--- src/core/rsfb_consts.svh ---
// Constants of the regenerator section frame source.
//
// Behaviour
// RQ1 - Output is byte stream, framed, clock alongside.
// RQ2 - Upstream fills payload and channel bytes.
// RQ3 - Orderwire, user, management bytes pass unchanged.
// RQ4 - Reserved row 2/3 bytes carry no content.
// RQ5 - Reserved row-1 bytes fixed, unscrambled, run-free.
// RQ6 - Operator row-1 bytes fixed, unscrambled, run-free.
// RQ7 - Alignment bytes written at start of row one.
// RQ8 - Trace byte taken from management input.
// RQ9 - Eight-bit interleaved parity, even sense.
// RQ10 - Parity of prior scrambled frame, inserted pre-scramble.
// RQ11 - Frame-synchronous scrambler, sequence length 127.
// RQ12 - Generator polynomial one plus X6 plus X7.
// RQ13 - Scrambler preset all ones at column 37.
// RQ14 - Each bit XORed with seventh stage output.
// RQ15 - Scrambler runs on; earlier row-1 bytes plain.
// RQ16 - Parity bit n covers bit n of bytes.
// RQ17 - Nine rows of 1080; fixed overhead layout.
// RQ18 - Alignment values are f6 and 28 hex.
// RQ19 - Output timing follows input with fixed latency.
`ifndef RSFB_CONSTS_SVH
`define RSFB_CONSTS_SVH
`define RSFB_FRAME_TIME_US  125
`define RSFB_ROWS           4'h9
`define RSFB_COLS           11'h438
`define RSFB_COL_A2         11'h00c
`define RSFB_COL_TRACE      11'h018
`define RSFB_COL_RSV        11'h019
`define RSFB_COL_OPER       11'h01c
`define RSFB_COL_SCR        11'h024
`define RSFB_ROW_PARITY     4'h1
`define RSFB_COL_PARITY     11'h000
`define RSFB_COL_ORDER      11'h00c
`define RSFB_COL_USER       11'h018
`define RSFB_FIRST_ALIGN    8'hf6
`define RSFB_SECOND_ALIGN   8'h28
`define RSFB_FILL_BYTE      8'h55
`define RSFB_SCR_PRESET     7'h7f
`define RSFB_CLK_DELAY      3'h4
`endif

--- src/core/rsfb_pkg.sv ---
// Types shared by the regenerator section frame source.
package rsfb_pkg;
   // A byte of the stream together with its frame-start flag.
   typedef struct packed {
      logic       start;
      logic [7:0] data;
   } rsfb_byte_t;
   // Position of a byte in the frame, counted from zero.
   typedef struct packed {
      logic [3:0]  row;
      logic [10:0] col;
   } rsfb_pos_t;
endpackage : rsfb_pkg

--- src/core/rsfb_frame_source.sv ---
// Regenerator section frame source: alignment, trace, parity and scrambling.
`include "rsfb_consts.svh"

module rsfb_frame_source (
   input  wire logic       CLK,
   input  wire logic       RST,
   input  wire logic       ADAPTED_FRAME_CLOCK,
   input  wire logic [7:0] ADAPTED_FRAME_DATA,
   input  wire logic       ADAPTED_FRAME_START,
   input  wire logic [7:0] MGMT_TX_TRACE_ID,
   output logic            LINE_FRAME_CLOCK,
   output logic [7:0]      LINE_FRAME_DATA,
   output logic            LINE_FRAME_START
);

   // ----------------------------------------------------------------
   // Functions
   // ----------------------------------------------------------------

   // Advances the scrambler over one byte, most significant bit first.
   function automatic logic [14:0] scr_byte(input logic [6:0] s,
                                            input logic [7:0] d);
      logic [6:0] st;
      logic [7:0] q;
      st = s;
      q  = 8'h00;
      for (int i = 7; i >= 0; i--) begin
         q[i] = d[i] ^ st[6];                  // [RQ14]
         st   = {st[5:0], st[6] ^ st[5]};      // [RQ12] [RQ11]
      end
      return {st, q};
   endfunction : scr_byte

   // ----------------------------------------------------------------
   // Input synchronisers
   // ----------------------------------------------------------------

   rsfb_pkg::rsfb_byte_t in_s1_reg;
   rsfb_pkg::rsfb_byte_t in_s2_reg;
   logic                 ck_s1_reg;
   logic                 ck_s2_reg;
   logic                 ck_s3_reg;
   logic [7:0]           tr_s1_reg;
   logic [7:0]           tr_s2_reg;

   // Two flip-flops on every pin before any logic reads it.
   // Data and start are held a whole link period, so they are settled when taken.
   always_ff @(posedge CLK or posedge RST) begin
      if (RST) begin
         in_s1_reg <= '0;
         in_s2_reg <= '0;
         ck_s1_reg <= 1'b0;
         ck_s2_reg <= 1'b0;
         ck_s3_reg <= 1'b0;
         tr_s1_reg <= 8'h00;
         tr_s2_reg <= 8'h00;
      end else begin
         in_s1_reg <= {ADAPTED_FRAME_START, ADAPTED_FRAME_DATA};
         in_s2_reg <= in_s1_reg;
         ck_s1_reg <= ADAPTED_FRAME_CLOCK;
         ck_s2_reg <= ck_s1_reg;
         ck_s3_reg <= ck_s2_reg;
         tr_s1_reg <= MGMT_TX_TRACE_ID;
         tr_s2_reg <= tr_s1_reg;
      end
   end

   // A rising edge of the link clock marks a byte to take.
   wire byte_stb = ck_s2_reg & ~ck_s3_reg;

   // ----------------------------------------------------------------
   // Frame position
   // ----------------------------------------------------------------

   rsfb_pkg::rsfb_pos_t pos_reg;
   rsfb_pkg::rsfb_pos_t pos_next;
   rsfb_pkg::rsfb_pos_t cur;

   // The start strobe forces the current byte to row 1, column 1.
   assign cur = in_s2_reg.start ? '0 : pos_reg;                   // [RQ17]

   // Count columns and rows; the frame wraps on its own as well.
   wire last_col = (cur.col == `RSFB_COLS - 11'h001);
   wire last_row = (cur.row == `RSFB_ROWS - 4'h1);
   assign pos_next.col = last_col ? 11'h000 : cur.col + 11'h001;
   assign pos_next.row = !last_col ? cur.row :
                         (last_row ? 4'h0 : cur.row + 4'h1);

   always_ff @(posedge CLK or posedge RST) begin
      if (RST) begin
         pos_reg <= '0;
      end else if (byte_stb) begin
         pos_reg <= pos_next;
      end
   end

   // ----------------------------------------------------------------
   // Position decode
   // ----------------------------------------------------------------

   wire row1      = (cur.row == 4'h0);
   wire frame_1st = row1 && (cur.col == 11'h000);
   wire is_a1     = row1 && (cur.col < `RSFB_COL_A2);
   wire is_a2     = row1 && !is_a1 && (cur.col < `RSFB_COL_TRACE);
   wire is_trace  = row1 && (cur.col == `RSFB_COL_TRACE);
   wire is_rsv    = row1 && (cur.col >= `RSFB_COL_RSV)
                         && (cur.col < `RSFB_COL_OPER);
   wire is_oper   = row1 && (cur.col >= `RSFB_COL_OPER)
                         && (cur.col < `RSFB_COL_SCR);
   wire is_preset = row1 && (cur.col == `RSFB_COL_SCR);
   wire is_plain  = row1 && (cur.col < `RSFB_COL_SCR);
   wire is_parity = (cur.row == `RSFB_ROW_PARITY)
                 && (cur.col == `RSFB_COL_PARITY);
   wire is_chan   = ((cur.row == 4'h1) || (cur.row == 4'h2))
                 && ((cur.col == `RSFB_COL_PARITY && cur.row == 4'h2)
                     || cur.col == `RSFB_COL_ORDER
                     || cur.col == `RSFB_COL_USER);

   // ----------------------------------------------------------------
   // Overhead insertion
   // ----------------------------------------------------------------

   logic [7:0] bip_hold_reg;
   logic [7:0] bip_acc_reg;
   logic [7:0] pre_byte;

   // Build the byte before scrambling; undecoded bytes pass through.
   assign pre_byte =
      is_a1     ? `RSFB_FIRST_ALIGN  :                      // [RQ7] [RQ18]
      is_a2     ? `RSFB_SECOND_ALIGN :                      // [RQ7] [RQ18]
      is_trace  ? tr_s2_reg          :                      // [RQ8]
      is_rsv    ? `RSFB_FILL_BYTE    :                      // [RQ5]
      is_oper   ? `RSFB_FILL_BYTE    :                      // [RQ6]
      is_parity ? bip_hold_reg       :                      // [RQ10]
                  in_s2_reg.data;                           // [RQ3] [RQ4]

   // ----------------------------------------------------------------
   // Scrambler
   // ----------------------------------------------------------------

   logic [6:0] scr_reg;
   wire  [6:0] scr_start = is_preset ? `RSFB_SCR_PRESET : scr_reg;  // [RQ13]
   wire [14:0] scr_res   = scr_byte(scr_start, pre_byte);
   wire  [7:0] line_byte = is_plain ? pre_byte : scr_res[7:0];      // [RQ15]

   // The state only moves over scrambled bytes.
   always_ff @(posedge CLK or posedge RST) begin
      if (RST) begin
         scr_reg <= `RSFB_SCR_PRESET;
      end else if (byte_stb && !is_plain) begin
         scr_reg <= scr_res[14:8];                                // [RQ15]
      end
   end

   // ----------------------------------------------------------------
   // Parity over the scrambled frame
   // ----------------------------------------------------------------

   // Bytes XOR bitwise, so bit n is even parity of every bit n.
   always_ff @(posedge CLK or posedge RST) begin
      if (RST) begin
         bip_acc_reg  <= 8'h00;
         bip_hold_reg <= 8'h00;
      end else if (byte_stb) begin
         if (frame_1st) begin
            bip_hold_reg <= bip_acc_reg;                    // [RQ10] [RQ16]
            bip_acc_reg  <= line_byte;                      // [RQ9]
         end else begin
            bip_acc_reg  <= bip_acc_reg ^ line_byte;        // [RQ9] [RQ16]
         end
      end
   end

   // ----------------------------------------------------------------
   // Line output
   // ----------------------------------------------------------------

   logic [3:0] ck_dly_reg;

   // Data and start change one cycle after the taken edge.
   always_ff @(posedge CLK or posedge RST) begin
      if (RST) begin
         LINE_FRAME_DATA  <= 8'h00;
         LINE_FRAME_START <= 1'b0;
      end else if (byte_stb) begin
         LINE_FRAME_DATA  <= line_byte;                     // [RQ1]
         LINE_FRAME_START <= frame_1st;                     // [RQ19]
      end
   end

   // The output clock rises mid-byte, a fixed delay after the input.
   always_ff @(posedge CLK or posedge RST) begin
      if (RST) begin
         ck_dly_reg       <= 4'h0;
         LINE_FRAME_CLOCK <= 1'b0;
      end else begin
         ck_dly_reg       <= {ck_dly_reg[2:0], ck_s3_reg};
         LINE_FRAME_CLOCK <= ck_dly_reg[3];                 // [RQ19] [RQ1]
      end
   end
endmodule : rsfb_frame_source

--- config.mk ---
export PLATFORM = sky130hd
export DESIGN_NAME = rsfb_frame_source
export DESIGN_NICKNAME = d
export VERILOG_FILES = /design/src/core/rsfb_pkg.sv /design/src/core/rsfb_frame_source.sv
export VERILOG_INCLUDE_DIRS = /design/src /design/src/core
export SDC_FILE = /design/constraint.sdc
export NUM_CORES = 1
export LEC_CHECK = 0
export BUFFER_PORTS_ARGS = -buffer_cell sky130_fd_sc_hd__buf_4
export CORE_MARGIN = 2
export CORE_UTILIZATION = 26
export CTS_CLUSTER_SIZE = 28
export DETAILED_ROUTE_END_ITERATION = 12
export HOLD_SLACK_MARGIN = 0.06
export PLACE_DENSITY_LB_ADDON = 0.12
export SLEW_MARGIN = 20
export SYNTH_ARGS = -nofsm -noshare
export SYNTH_HDL_FRONTEND = slang
export SYNTH_SLANG_ARGS = --single-unit
--- constraint.sdc ---
create_clock -name CLK -period 5.25 [get_ports CLK]
set_input_delay 0.2625 -clock CLK [delete_from_list [all_inputs] [get_ports CLK]]
set_output_delay 0.2625 -clock CLK [all_outputs]
set_load 0.03 [all_outputs]
==> metrics.md <==
| Metric | Value |
|---|---|
| Sum of net half-perimeters after detailed placement | `6358 um` |
| Max transition margin | `42.39%` |
| Count of nets left with antenna violations after detail routing | `0` |
| Setup TNS | `0 ps` |
| Count of cell types in the netlist | `62` |
| Top FF cell, synth | `dfrtp_1` |
| Leading cell type by number of instances after synthesis | `dfrtp_1` |
| Number of clock buffers inserted by TritonCTS | `9` |
| Die X | `127.7 um` |
| Number of gates resized after cts | `0` |
| Portion of synthesized cell area occupied by the leading cell type | `51.54%` |
| Clk sinks | `89` |
| Routed vias/inst | `4.713` |
| Global placement routability congestion | `0.7069` |
| Final setup fails | `0` |
| End of the worst register-to-register path | `bip_acc_reg[5]` |
| RSZ-0062 raised after global routing | `no` |
| Synthesis-stage register bit count | `89` |
| Leakage dissipation | `0.002078 uW` |
| Worst slack, placed | `1306 ps` |
| Transition time at the pin with the least slew margin | `861.0 ps` |
| Delay of the slowest critical-path stage | `900 ps` |
| Post-synth EDFFs | `0` |
| Min setup slack post-route | `1344 ps` |
| Number of antenna repair diodes | `0` |
| Nets | `434` |
| Area share of fa/ha/maj cells after synthesis | `1.571%` |
| Share of synthesized flip-flops with an asynchronous set or reset | `100.0%` |
| Synth warn | `0` |
| Overall global routing resource usage | `12.64%` |
| H-Tree Depth | `3` |
| Post-synthesis average cell area | `10.97 um2` |
| Row count | `45` |
| Mapped Nets | `388` |
| Run status | `completed` |
| Wire length of the first global-routing pass | `15820 um` |
| Post-CTS Repair Setup Buffers | `0` |
| List of most frequent post-synthesis cells | `dfrtp_1 (82), nand2_1 (49), o21ai_0 (39), clkbuf_1 (12)` |
| Remaining DRCs | `0` |
| TritonCTS clock tree | `built` |
| Antenna violations before repair | `0` |
| Final-layout fill cell count | `1557` |
| # IOs | `30` |
| Hold Path Origin | `ck_dly_reg[3]` |
| Core area | `15090 um2` |
| Min Clock Period, post-route | `3906 ps` |
| Arrival time at the worst endpoint | `4140 ps` |
| Reported max-cap violation count | `0` |
| Overall via count from detail_route | `2837` |
| Post-Synthesis Cell Area | `3981 um2` |
| Clock Root Buffer | `clkbuf_16` |
| Number of cells produced by synthesis | `363` |
| Hold WS | `346.4 ps` |
| WP data required | `5480 ps` |
| Startpoint type of the worst setup path | `register` |
| Slowest cell on the critical path | `dfrtp_1` |
| Clk_lat worst skew | `350 ps` |
| Cell-by-cell listing of the critical path | `nand2b_1 > ha_1 > nor3b_2 > a32oi_1 > nor2_1 > o21ai_0 > and4_1 > nor3_1 > mux2_2` |
| Largest vdd supply drop | `0.1454 mV` |
| Complex-gate fraction of the synthesized area | `15.08%` |
| Xor and xnor area share after synthesis | `1.760%` |
| Total overflow reported by the global router | `0` |
| Fin. max-slew vios | `0` |
| Fraction of the mapped netlist area in simple logic gates | `16.94%` |
| Buffers on Ports | `29` |
| Setup Skew | `8.440 ps` |
| Main combinational cell family by area after synthesis | `simple AND/OR/NAND/NOR gates` |
| Cell Pwr Density | `343.2 nW/um2` |
| Hold path depth | `0` |
| Die Area | `16320 um2` |
| Number of hold violations in the final report | `0` |
| Worst flop-to-flop path startpoint | `in_s2_reg[8]` |
| Worst min-delay path class | `register to register` |
| Setup slack, reg-to-reg | `1340 ps` |
| Critical path fanouts, max | `31` |
| Ratio of cells with drive above 1 in the final layout | `19.08%` |
| Number of buffers on the longest clock path | `2` |
| Final WL | `9403 um` |
| Hold endpoint | `LINE_FRAME_CLOCK` |
| Seq/Total Area, Yosys | `56.16%` |
| Mux share of post-synthesis cell area | `5.563%` |
| Routed length per instance | `15.62 um` |
| Largest register FFs | `15` |
| Effective utilization at floorplan | `26.38%` |
| Pin count of the biggest net entering global routing | `52` |
| DR pass1 iterations | `5` |
| Number of global-route vias before repair | `2870` |
| CTS clock-pin slew for the worst setup and hold paths | `70 ps` |
| Most area-hungry cell type in the Yosys netlist | `dfrtp_1` |
| Drt initial violations | `161` |
| Leading post-synthesis cells by cell area | `dfrtp_1 (52%), o21ai_0 (4.9%), dfstp_2 (4.6%), nand2_1 (4.6%), mux2_2 (2.5%)` |
| Height of the die | `127.7 um` |
| Critical setup path kind | `register to register` |
| Post-route clock period utilization | `74.40%` |
| Layout overhead on the synthesized area | `22.41%` |
| Number of cell instances on the worst register-to-register path | `9` |
| Worst setup EP type | `register` |
| Highest achievable clock rate | `0.2560 GHz` |
## worst max-delay path: cells and delay by family, from the launching register on
family	cells	cell delay, ps
mux	1	380
compound gates	2	400
simple gates	5	1860
flops	1	900
fa+ha+maj	1	250
## cells by family after synthesis
group | Yosys count
fa+ha+maj | 5
simple gates | 121
flops | 89
xor+xnor | 8
buf+inv | 27
mux | 20
compound gates | 93
## through the flow
step | std cells | util [%] | cell area [um2] | power [uW]
2_1_floorplan | 363 | - | 3981 | 955.6
3_3_place_gp | 567 | 29.07 | 4387 | 1022
3_5_place_dp | 567 | 29.07 | 4387 | 1027
4_1_cts | 602 | 32.30 | 4873 | 1702
5_1_grt | 602 | 32.30 | 4873 | 1764
6_report | 602 | 32.30 | 4873 | 1672
## metal layers
metal  vias to the layer above  wire length [um]  GRT usage, %
met4                         0               162         3.814
met5                         -                 0             0
li1                       1398                 -             -
met2                        42              4181         18.59
met3                        11               278         3.715
met1                      1386              4781         17.98
## placed cells by master, fill, tap and decap left out, drive strengths merged, types with 2 or more instances in the layout
master | synthesis | layout
dfrtp | 82 | 82
nand2 | 49 | 49
o21ai | 42 | 42
buf | 5 | 33
dlygate4sd3 | 0 | 19
mux2 | 14 | 14
clkbuf | 12 | 11
o31ai | 10 | 10
inv | 10 | 10
nor2 | 10 | 10
nand3 | 9 | 9
and3 | 8 | 8
a21oi | 8 | 8
a21o | 7 | 7
dfstp | 7 | 7
nor3 | 7 | 7
nand2b | 6 | 6
a31oi | 6 | 6
mux2i | 6 | 6
xnor2 | 6 | 6
ha | 5 | 5
or2 | 5 | 5
nor4 | 5 | 5
nand4 | 4 | 4
nor2b | 3 | 3
o2111ai | 3 | 3
nand4b | 3 | 3
clkinv | 0 | 3
a32o | 2 | 2
and2 | 2 | 2
and4 | 2 | 2
or3 | 2 | 2
a221o | 2 | 2
a221oi | 2 | 2
xor2 | 2 | 2
or4 | 2 | 2
## worst max path at each step
stage,start,endpoint,slack (ps),cells after the start
4_1_cts,in_s2_reg[8],bip_acc_reg[5],1270,9
6_report,in_s2_reg[8],bip_acc_reg[5],1340,9
3_3_place_gp,in_s2_reg[8],bip_acc_reg[5],1410,9
3_5_place_dp,in_s2_reg[8],bip_acc_reg[5],1310,9
2_1_floorplan,in_s2_reg[8],bip_acc_reg[1],1890,14
5_1_grt,in_s2_reg[8],bip_acc_reg[5],830,9
## cell type report
type                            instances  area [um2]  area share, %
Timing Repair Buffer                   52       437.9          8.986
Inverter                               10       38.79         0.7959
Clock buffer                           11       232.7          4.775
Tap cell                              188       235.2          4.827
Multi-Input combinational cell        247        1629          33.43
Sequential cell                        89        2236          45.88
Clock inverter                          5       63.81          1.309
## repair_timing
action	CTS	global route
hold endpoints to repair	56	0
hold buffers	19	0
setup endpoints to repair	0	0
## report_power, final
group | total, uW | leakage (uW) | switching, uW | internal, uW
clock | 652 | 0.000140 | 279 | 373
combinational | 191 | 0.000872 | 94.4 | 96.9
sequential | 829 | 0.00107 | 61.7 | 768
Note: power is estimated with default switching activity, not from simulation.
